`src/design/uarx_pkg.sv`:
```
// uarx_pkg: constants shared by the asynchronous receive recovery block.
// assumes a 32-bit AXI4-Lite register bus and one system clock.
package uarx_pkg;

  // register byte offsets
  localparam logic [7:0] OFS_CTRL       = 8'h00;
  localparam logic [7:0] OFS_RX_DATA    = 8'h04;
  localparam logic [7:0] OFS_IRQ_STATUS = 8'h08;
  localparam logic [7:0] OFS_IRQ_CLEAR  = 8'h0c;
  localparam logic [7:0] OFS_IRQ_ENABLE = 8'h10;
  localparam logic [7:0] OFS_STATE      = 8'h14;

  // control register fields
  localparam int CTRL_ENABLE_BIT  = 0;
  localparam int CTRL_DSPEED_BIT  = 1;
  localparam int CTRL_FBITS_LSB   = 4;
  localparam int CTRL_FBITS_MSB   = 7;
  localparam logic [31:0] CTRL_RESET = 32'h0000_0080;

  // receive data register fields
  localparam int RXD_FE_BIT    = 16;
  localparam int RXD_VALID_BIT = 31;

  // interrupt status bits
  localparam int IRQ_W           = 4;
  localparam int IRQ_FRAME_DONE  = 0;
  localparam int IRQ_FRAME_ERR   = 1;
  localparam int IRQ_NOISE       = 2;
  localparam int IRQ_OVERRUN     = 3;
  localparam logic [IRQ_W-1:0] IRQ_RESET = 4'h0;

  // sampling geometry
  localparam logic [4:0] SAMPLES_NORMAL = 5'd16;
  localparam logic [4:0] SAMPLES_DOUBLE = 5'd8;
  localparam logic [4:0] VOTE_FIRST_NORMAL = 5'd8;
  localparam logic [4:0] VOTE_FIRST_DOUBLE = 5'd4;
  localparam logic [3:0] FRAME_BITS_MIN = 4'd5;
  localparam logic [3:0] FRAME_BITS_MAX = 4'd10;

  // axi responses
  localparam logic [1:0] RESP_OKAY   = 2'b00;
  localparam logic [1:0] RESP_SLVERR = 2'b10;

  // receiver states, gray along idle -> start -> bits -> stop
  typedef enum logic [1:0] {
    ST_IDLE  = 2'b00,
    ST_START = 2'b01,
    ST_BITS  = 2'b11,
    ST_STOP  = 2'b10
  } uarx_state_t;

endpackage : uarx_pkg

```
`src/design/uarx_sync2.sv`:
```
// uarx_sync2: two-flop synchroniser for one level.
// assumes d may change at any time; the first stage feeds only the second.
`timescale 1ns/1ps
`default_nettype none
module uarx_sync2 #(
  parameter logic RESET_VAL = 1'b1
) (
  input  wire logic clock,
  input  wire logic rst_n,
  input  wire logic d,
  output var  logic q
);

  logic meta;

  always_ff @(posedge clock or negedge rst_n) begin
    if (!rst_n) begin
      meta <= RESET_VAL;
      q    <= RESET_VAL;
    end else begin
      meta <= d;
      q    <= meta;
    end
  end

endmodule : uarx_sync2
`default_nettype wire

```
`src/design/uarx_top.sv`:
```
// uarx_top: asynchronous receive clock and data recovery with axi4-lite registers.
// assumes sample_tick is a one-cycle pulse from an external baud generator at
// 16x (normal) or 8x (double speed) the bit rate, and rstn is asynchronous.
`timescale 1ns/1ps
`default_nettype none
module uarx_top import uarx_pkg::*; #(
  parameter int ADDR_W = 8
) (
  input  wire logic              clock,
  input  wire logic              rstn,
  input  wire logic              sample_tick,
  input  wire logic              serial_rx_line,
  input  wire logic [ADDR_W-1:0] s_axi_awaddr,
  input  wire logic [2:0]        s_axi_awprot,
  input  wire logic              s_axi_awvalid,
  output var  logic              s_axi_awready,
  input  wire logic [31:0]       s_axi_wdata,
  input  wire logic [3:0]        s_axi_wstrb,
  input  wire logic              s_axi_wvalid,
  output var  logic              s_axi_wready,
  output var  logic [1:0]        s_axi_bresp,
  output var  logic              s_axi_bvalid,
  input  wire logic              s_axi_bready,
  input  wire logic [ADDR_W-1:0] s_axi_araddr,
  input  wire logic [2:0]        s_axi_arprot,
  input  wire logic              s_axi_arvalid,
  output var  logic              s_axi_arready,
  output var  logic [31:0]       s_axi_rdata,
  output var  logic [1:0]        s_axi_rresp,
  output var  logic              s_axi_rvalid,
  input  wire logic              s_axi_rready,
  output var  logic              irq,
  output var  logic [9:0]        char_data,
  output var  logic              char_frame_error_flag,
  output var  logic              char_strobe
);

  function automatic logic majority3(input logic [2:0] v);
    majority3 = (v[0] & v[1]) | (v[0] & v[2]) | (v[1] & v[2]);
  endfunction : majority3

  function automatic logic [31:0] merge_bytes(input logic [31:0] old_val,
                                              input logic [31:0] new_val,
                                              input logic [3:0]  strb);
    logic [31:0] r;
    r = old_val;
    for (int i = 0; i < 4; i++) begin
      if (strb[i]) begin
        r[i*8 +: 8] = new_val[i*8 +: 8];
      end
    end
    merge_bytes = r;
  endfunction : merge_bytes

  // reset release through two flops
  logic rst_meta;
  logic rst_n;

  always_ff @(posedge clock or negedge rstn) begin
    if (!rstn) begin
      rst_meta <= 1'b0;
      rst_n    <= 1'b0;
    end else begin
      rst_meta <= 1'b1;
      rst_n    <= rst_meta;
    end
  end

  logic line_sync;

  uarx_sync2 #(.RESET_VAL(1'b1)) u_line_sync (
    .clock (clock),
    .rst_n (rst_n),
    .d     (serial_rx_line),
    .q     (line_sync)
  );

  // register state
  logic [31:0]      ctrl;
  logic [IRQ_W-1:0] irq_stat;
  logic [IRQ_W-1:0] irq_en;
  logic [9:0]       hold_data;
  logic             hold_fe;
  logic             hold_valid;

  // receiver state
  uarx_state_t state;
  logic [4:0]  samp;
  logic [3:0]  bit_idx;
  logic [1:0]  votes;
  logic [9:0]  shreg;
  logic        prev_line;
  logic        stop_voted;

  // mode decode
  wire logic       rx_enable  = ctrl[CTRL_ENABLE_BIT];
  wire logic       dspeed     = ctrl[CTRL_DSPEED_BIT];
  wire logic [3:0] fbits_raw  = ctrl[CTRL_FBITS_MSB:CTRL_FBITS_LSB];
  wire logic [3:0] fbits      = (fbits_raw < FRAME_BITS_MIN) ? FRAME_BITS_MIN :
                                (fbits_raw > FRAME_BITS_MAX) ? FRAME_BITS_MAX :
                                fbits_raw;
  wire logic [4:0] samp_per_bit = dspeed ? SAMPLES_DOUBLE : SAMPLES_NORMAL;
  wire logic [4:0] vote_first   = dspeed ? VOTE_FIRST_DOUBLE : VOTE_FIRST_NORMAL;
  wire logic [4:0] vote_last    = vote_first + 5'd2;

  // number of the sample taken at this tick
  wire logic [4:0] samp_now = (samp == samp_per_bit) ? 5'd1 : samp + 5'd1;
  wire logic       in_vote  = (samp_now >= vote_first) && (samp_now < vote_last);
  wire logic       at_vote  = (samp_now == vote_last);
  wire logic       bit_val  = majority3({votes, line_sync});
  wire logic       at_end   = (samp_now == samp_per_bit);
  wire logic       fall     = prev_line && !line_sync;
  // double speed holds the stop state one sample beyond the last vote
  wire logic       stop_done = dspeed ? (samp_now == vote_last + 5'd1) : at_vote;

  // right-align the shifted-in bits for the selected frame length
  wire logic [9:0] aligned = shreg >> (4'd10 - fbits);

  // events from the recovery logic
  wire logic ev_frame  = rx_enable && sample_tick && (state == ST_STOP) && at_vote;
  wire logic ev_fe     = ev_frame && !bit_val;
  wire logic ev_noise  = rx_enable && sample_tick && (state == ST_START) && at_vote
                         && bit_val;
  wire logic ev_over   = ev_frame && hold_valid;

  uarx_state_t next_state;

  always_comb begin
    next_state = state;
    if (!rx_enable) begin
      next_state = ST_IDLE;
    end else if (sample_tick) begin
      case (state)
        ST_IDLE: begin
          if (fall) begin
            next_state = ST_START;
          end
        end
        ST_START: begin
          if (at_vote && bit_val) begin
            next_state = ST_IDLE;
          end else if (at_end) begin
            next_state = ST_BITS;
          end
        end
        ST_BITS: begin
          if (at_end && (bit_idx == fbits - 4'd1)) begin
            next_state = ST_STOP;
          end
        end
        ST_STOP: begin
          if (stop_done) begin
            next_state = ST_IDLE;
          end
        end
        default: next_state = ST_IDLE;
      endcase
    end
  end

  always_ff @(posedge clock or negedge rst_n) begin
    if (!rst_n) begin
      state <= ST_IDLE;
    end else begin
      state <= next_state;
    end
  end

  // sample counter, voting samples and bit shifter; all advance on ticks only
  always_ff @(posedge clock or negedge rst_n) begin
    if (!rst_n) begin
      samp       <= 5'd0;
      bit_idx    <= 4'd0;
      votes      <= 2'b11;
      shreg      <= 10'h000;
      prev_line  <= 1'b1;
      stop_voted <= 1'b0;
    end else if (!rx_enable) begin
      samp      <= 5'd0;
      bit_idx   <= 4'd0;
      prev_line <= 1'b1;
    end else if (sample_tick) begin
      prev_line <= line_sync;
      if (state == ST_IDLE) begin
        samp    <= 5'd1;
        bit_idx <= 4'd0;
      end else begin
        samp <= samp_now;
      end
      if (in_vote) begin
        votes <= {votes[0], line_sync};
      end
      if ((state == ST_BITS) && at_vote) begin
        shreg <= {bit_val, shreg[9:1]};
      end
      if ((state == ST_BITS) && at_end) begin
        bit_idx <= bit_idx + 4'd1;
      end
      stop_voted <= (state == ST_STOP) && at_vote;
    end
  end

  // holding register: character and its frame error travel together
  wire logic rd_take   = s_axi_arvalid && s_axi_arready;
  wire logic rd_rxdata = rd_take && (s_axi_araddr[7:0] == OFS_RX_DATA);

  always_ff @(posedge clock or negedge rst_n) begin
    if (!rst_n) begin
      hold_data  <= 10'h000;
      hold_fe    <= 1'b0;
      hold_valid <= 1'b0;
    end else if (ev_frame) begin
      hold_data  <= aligned;
      hold_fe    <= ev_fe;
      hold_valid <= 1'b1;
    end else if (rd_rxdata || !rx_enable) begin
      hold_valid <= 1'b0;
    end
  end

  // character stream outputs
  always_ff @(posedge clock or negedge rst_n) begin
    if (!rst_n) begin
      char_data             <= 10'h000;
      char_frame_error_flag <= 1'b0;
      char_strobe           <= 1'b0;
    end else begin
      char_strobe <= ev_frame;
      if (ev_frame) begin
        char_data             <= aligned;
        char_frame_error_flag <= ev_fe;
      end
    end
  end

  // axi write path: address and data taken in either order
  logic [ADDR_W-1:0] aw_addr_q;
  logic [31:0]       w_data_q;
  logic [3:0]        w_strb_q;
  logic              aw_held;
  logic              w_held;

  wire logic       wr_go   = aw_held && w_held && !s_axi_bvalid;
  wire logic [7:0] wr_ofs  = aw_addr_q[7:0];
  wire logic       wr_ctrl = wr_go && (wr_ofs == OFS_CTRL);
  wire logic       wr_clr  = wr_go && (wr_ofs == OFS_IRQ_CLEAR);
  wire logic       wr_en   = wr_go && (wr_ofs == OFS_IRQ_ENABLE);
  wire logic       wr_ok   = (wr_ofs == OFS_CTRL) || (wr_ofs == OFS_IRQ_CLEAR) ||
                             (wr_ofs == OFS_IRQ_ENABLE);
  wire logic [31:0] ctrl_new = merge_bytes(ctrl, w_data_q, w_strb_q);
  wire logic [31:0] clr_new  = merge_bytes(32'h0000_0000, w_data_q, w_strb_q);
  wire logic [31:0] en_new   = merge_bytes({{(32-IRQ_W){1'b0}}, irq_en}, w_data_q, w_strb_q);

  always_ff @(posedge clock or negedge rst_n) begin
    if (!rst_n) begin
      s_axi_awready <= 1'b0;
      s_axi_wready  <= 1'b0;
      s_axi_bvalid  <= 1'b0;
      s_axi_bresp   <= RESP_OKAY;
      aw_held       <= 1'b0;
      w_held        <= 1'b0;
      aw_addr_q     <= '0;
      w_data_q      <= 32'h0000_0000;
      w_strb_q      <= 4'h0;
    end else begin
      if (!aw_held && !s_axi_bvalid && !s_axi_awready) begin
        s_axi_awready <= 1'b1;
      end
      if (!w_held && !s_axi_bvalid && !s_axi_wready) begin
        s_axi_wready <= 1'b1;
      end
      if (s_axi_awvalid && s_axi_awready) begin
        aw_addr_q     <= s_axi_awaddr;
        aw_held       <= 1'b1;
        s_axi_awready <= 1'b0;
      end
      if (s_axi_wvalid && s_axi_wready) begin
        w_data_q     <= s_axi_wdata;
        w_strb_q     <= s_axi_wstrb;
        w_held       <= 1'b1;
        s_axi_wready <= 1'b0;
      end
      if (wr_go) begin
        aw_held      <= 1'b0;
        w_held       <= 1'b0;
        s_axi_bvalid <= 1'b1;
        s_axi_bresp  <= wr_ok ? RESP_OKAY : RESP_SLVERR;
      end
      if (s_axi_bvalid && s_axi_bready) begin
        s_axi_bvalid <= 1'b0;
      end
    end
  end

  // software-written registers: ctrl steers the recovery logic, irq_en masks irq
  always_ff @(posedge clock or negedge rst_n) begin
    if (!rst_n) begin
      ctrl   <= CTRL_RESET;
      irq_en <= IRQ_RESET;
    end else begin
      if (wr_ctrl) begin
        ctrl <= ctrl_new;
      end
      if (wr_en) begin
        irq_en <= en_new[IRQ_W-1:0];
      end
    end
  end

  // sticky events: a set in the clearing cycle survives
  wire logic [IRQ_W-1:0] irq_set = {ev_over, ev_noise, ev_fe, ev_frame};
  wire logic [IRQ_W-1:0] irq_clr = wr_clr ? clr_new[IRQ_W-1:0] : {IRQ_W{1'b0}};

  always_ff @(posedge clock or negedge rst_n) begin
    if (!rst_n) begin
      irq_stat <= IRQ_RESET;
      irq      <= 1'b0;
    end else begin
      irq_stat <= (irq_stat & ~irq_clr) | irq_set;
      irq      <= |(irq_stat & irq_en);
    end
  end

  // axi read path
  wire logic [7:0]  rd_ofs = s_axi_araddr[7:0];
  wire logic [31:0] rxd_word = {hold_valid, 14'h0000, hold_fe, 6'h00, hold_data};
  wire logic [31:0] state_word = {16'h0000, stop_voted, 3'h0, bit_idx, 1'b0, samp,
                                  state};
  wire logic [31:0] rd_mux =
    (rd_ofs == OFS_CTRL)       ? ctrl :
    (rd_ofs == OFS_RX_DATA)    ? rxd_word :
    (rd_ofs == OFS_IRQ_STATUS) ? {{(32-IRQ_W){1'b0}}, irq_stat} :
    (rd_ofs == OFS_IRQ_ENABLE) ? {{(32-IRQ_W){1'b0}}, irq_en} :
    (rd_ofs == OFS_STATE)      ? state_word : 32'h0000_0000;
  wire logic rd_ok = (rd_ofs == OFS_CTRL) || (rd_ofs == OFS_RX_DATA) ||
                     (rd_ofs == OFS_IRQ_STATUS) || (rd_ofs == OFS_IRQ_CLEAR) ||
                     (rd_ofs == OFS_IRQ_ENABLE) || (rd_ofs == OFS_STATE);

  always_ff @(posedge clock or negedge rst_n) begin
    if (!rst_n) begin
      s_axi_arready <= 1'b0;
      s_axi_rvalid  <= 1'b0;
      s_axi_rdata   <= 32'h0000_0000;
      s_axi_rresp   <= RESP_OKAY;
    end else begin
      if (!s_axi_rvalid && !s_axi_arready) begin
        s_axi_arready <= 1'b1;
      end
      if (rd_take) begin
        s_axi_arready <= 1'b0;
        s_axi_rvalid  <= 1'b1;
        s_axi_rdata   <= rd_mux;
        s_axi_rresp   <= rd_ok ? RESP_OKAY : RESP_SLVERR;
      end
      if (s_axi_rvalid && s_axi_rready) begin
        s_axi_rvalid <= 1'b0;
      end
    end
  end

endmodule : uarx_top
`default_nettype wire

```
`config.mk`:
```
export PLATFORM = sky130hd
export DESIGN_NAME = uarx_top
export DESIGN_NICKNAME = d
export VERILOG_FILES = /design/src/design/uarx_pkg.sv /design/src/design/uarx_sync2.sv /design/src/design/uarx_top.sv
export SDC_FILE = /design/constraint.sdc
export NUM_CORES = 1
export LEC_CHECK = 0
export BUFFER_PORTS_ARGS = -buffer_cell sky130_fd_sc_hd__clkbuf_2
export CAP_MARGIN = 20
export CORE_UTILIZATION = 30
export DETAILED_ROUTE_END_ITERATION = 10
export SYNTH_ARGS = -nofsm -noshare
export SYNTH_HDL_FRONTEND = slang
export SYNTH_SLANG_ARGS = --single-unit
```
`constraint.sdc`:
```
create_clock -name clock -period 5.7 [get_ports clock]
set_clock_uncertainty 0.05 [all_clocks]
set_input_delay 0.285 -clock clock [delete_from_list [all_inputs] [get_ports clock]]
set_output_delay 0.285 -clock clock [all_outputs]
set_load 0.02 [all_outputs]
```
==> reports/results.tsv <==
metric	value	unit
path_max_fanout	12	
syn-cell-area	7510	um^2
clockPowerShare	35.8	%
drtAntennaViolNets	0	
ys_seq_elements	168	
drtIter0Drc	352	
drtPass1Iterations	5	
p_leak	4.14	nW
gp_congestion	0.866	
drc	0	
antenna_cells	0	
netlist_top_cells_count	dfrtp_1 (162), nand2_1 (100), mux2_2 (74)	
viasPerCell	4.81	
start_util	30.7	%
hold_class	input port to register	
grt_usage	14.5	%
hold_violations	0	
cts_tree	built	
whs	25.1	ps
synthDistinctLibCells	61	
syn_area_per_cell	11.5	um^2
die_width	160	um
finalSetupViolCount	0	
io_pins	121	
ctsResizeCount	0	
vdd_drop_max	0.149	mV
critical_path_required	5960	ps
yosys.cell_count.top_type	dfrtp_1	
cts_root_buf	clkbuf_16	
power.switching	0.900	mW
grt_pass1_wl	28.7	mm
die-area	25700	um^2
cp-start-kind	register	
layout-drive-gt1-share	32.9	%
totalWireLength	17.6	mm
coreArea	24500	um^2
seqPwrFrac	48.5	%
synth.top_cell.area_share	54.0	%
overflow	0	
synthArstFlopShare	100	%
fmax	299	MHz
combinationalPowerShare	15.8	%
synth_cells	651	
crit_path_end_kind	register	
synth.yosys.seq_area_share	56.1	%
h-tree-depth	4	
io_buffers	112	
chipHeight	160	um
intPower	2.33	mW
slew_headroom	23.4	%
vias	5301	
cts_buffers	17	
powerDensity	356	nW/um^2
final_area	9070	um^2
sw_frac_of_total	27.8	%
tns	0	ps
nNetsFinal	842	
maxCapViolCount	0	
synth_ff_type	dfrtp_1	
syn2layout_area_growth	20.9	%
drv_slew	0	
rows	57	
synth_area_leaders	dfrtp_1 (54%), mux2_2 (11%), nand2_1 (5.0%)	
crit_type	register to register	
clk_pin_slew_worst_paths	70	ps
outcome	finished, final reports clean	
numClockSinks	168	
dpl_cell_area	8400	um^2
dp_hpwl	12.5	mm
postCtsSetupBuffers	0	
min_period_over_period	58.7	%
fin_crit	3350	ps
worstMarginPinSlew	1140	ps
synth-edff-count	0	
antenna_found_initial	1	
synth.largest_area_cell	dfrtp_1	
clk_path_buf_depth	2	
insertion_delay	430	ps
grt_pass1_vias	5223	
routedWlPerCell	16.0	um
cp_data_arrival_time	3610	ps
ys.warnings.count	0	
grt_max_degree	69	
grt_setup_unrepaired	no	
## registers in the layout, summed over array words and instances, names as in the netlist, 2 cells and up
| signal | count |
|---|---|
| bit_idx | 4 |
| samp | 5 |
| char_data | 10 |
| votes | 2 |
| state | 2 |
| aw_addr_q | 8 |
| shreg | 10 |
| w_data_q | 32 |
| irq_stat | 4 |
| s_axi_rdata | 32 |
| w_strb_q | 4 |
| ctrl | 32 |
| irq_en | 4 |
## per-layer routing
| metal | GRT usage (%) | vias up | wire [um] |
|---|---|---|---|
| met3 | 4.60 | 28 | 1220 |
| met5 | 0 | - | 17 |
| li1 | - | 2549 | - |
| met1 | 19.7 | 2563 | 8210 |
| met4 | 5.28 | 2 | 412 |
| met2 | 21.7 | 159 | 7730 |
## placed cells by master, fill, tap and decap left out, drive strengths merged, types with 3 or more instances in the layout
master,instances
a211oi,3
a21o,3
a21oi,17
a221oi,4
a222oi,5
a22o,3
a22oi,11
a31oi,4
buf,7
clkbuf,132
clkinvlp,3
conb,3
dfrtp,162
dfstp,6
dlygate4sd3,5
ha,10
inv,26
mux2,84
mux2i,22
mux4,3
nand2,100
nand2b,4
nand3,8
nand3b,3
nand4,4
nor2,22
nor3,6
nor4,3
o211ai,3
o21a,4
o21ai,66
o31ai,3
or3,3
or4,4
xor2,3
## stage by stage
stage | util (%) | setup slack (ps) | power [mW] | cells
4_1_cts | 37.0 | 2060 | 3.28 | 1100
2_1_floorplan | - | 633 | 1.94 | 652
6_report | 37.1 | 2350 | 3.23 | 1102
3_5_place_dp | 34.3 | 2070 | 2.11 | 1063
3_3_place_gp | 34.3 | 2180 | 2.08 | 1063
5_1_grt | 37.1 | 2250 | 3.41 | 1102
## worst max-delay path, stage by stage, from the launching register on
cell     delay, ps
dfrtp_1        510
or3b_2         510
a21o_1         220
nand2_1         90
inv_1           80
ha_1           350
nand4_1        160
or2_1          280
or4_4          630
mux2_4         340
## cell families after synthesis
kind of cell / count (synthesis) / share of synthesized area [%]
mux: 109 / 16.9
other cells: 2 / 0.100
flops: 168 / 56.1
buf+inv: 50 / 2.80
xor+xnor: 5 / 0.584
fa+ha+maj: 11 / 1.80
simple gates: 168 / 9.99
compound gates: 138 / 11.7
## what timing repair did
action / 4_1_cts / 5_1_grt
hold endpoints to repair: 6 / 0
setup endpoints to repair: 0 / 0
hold buffers: 5 / 0
## power by group through the flow
stage / combinational, mW / clock, mW / sequential (mW)
2_1_floorplan: 0.364 / 0 / 1.58
3_3_place_gp: 0.500 / 0 / 1.58
3_5_place_dp: 0.514 / 0 / 1.59
4_1_cts: 0.519 / 1.19 / 1.57
5_1_grt: 0.574 / 1.24 / 1.60
6_report: 0.510 / 1.16 / 1.57
## area by class of cell
| type | instances | area (um^2) |
|---|---|---|
| Sequential cell | 168 | 4220 |
| Tap cell | 324 | 405 |
| Multi-Input combinational cell | 434 | 3100 |
| Clock inverter | 12 | 128 |
| Timing Repair Buffer | 124 | 683 |
| Fill cell | 2418 | 15400 |
| Inverter | 20 | 75.1 |
| Clock buffer | 20 | 467 |
## path summary, 6_finish.rpt
path | cells past startpoint | start | endpoint | slack [ps]
max | 9 | ctrl[1] | shreg[2] | 2350
min | 2 | s_axi_wdata[22] | w_data_q[22] | 30
max reg2reg | 9 | ctrl[1] | shreg[2] | 2350
min reg2reg | 0 | rst_meta | rst_n | 310
max in group asynchronous | 1 | rst_n | irq_stat[2] | 3890
min in group asynchronous | 2 | rstn | rst_n | 110
Power figures use the tool's default switching activity.
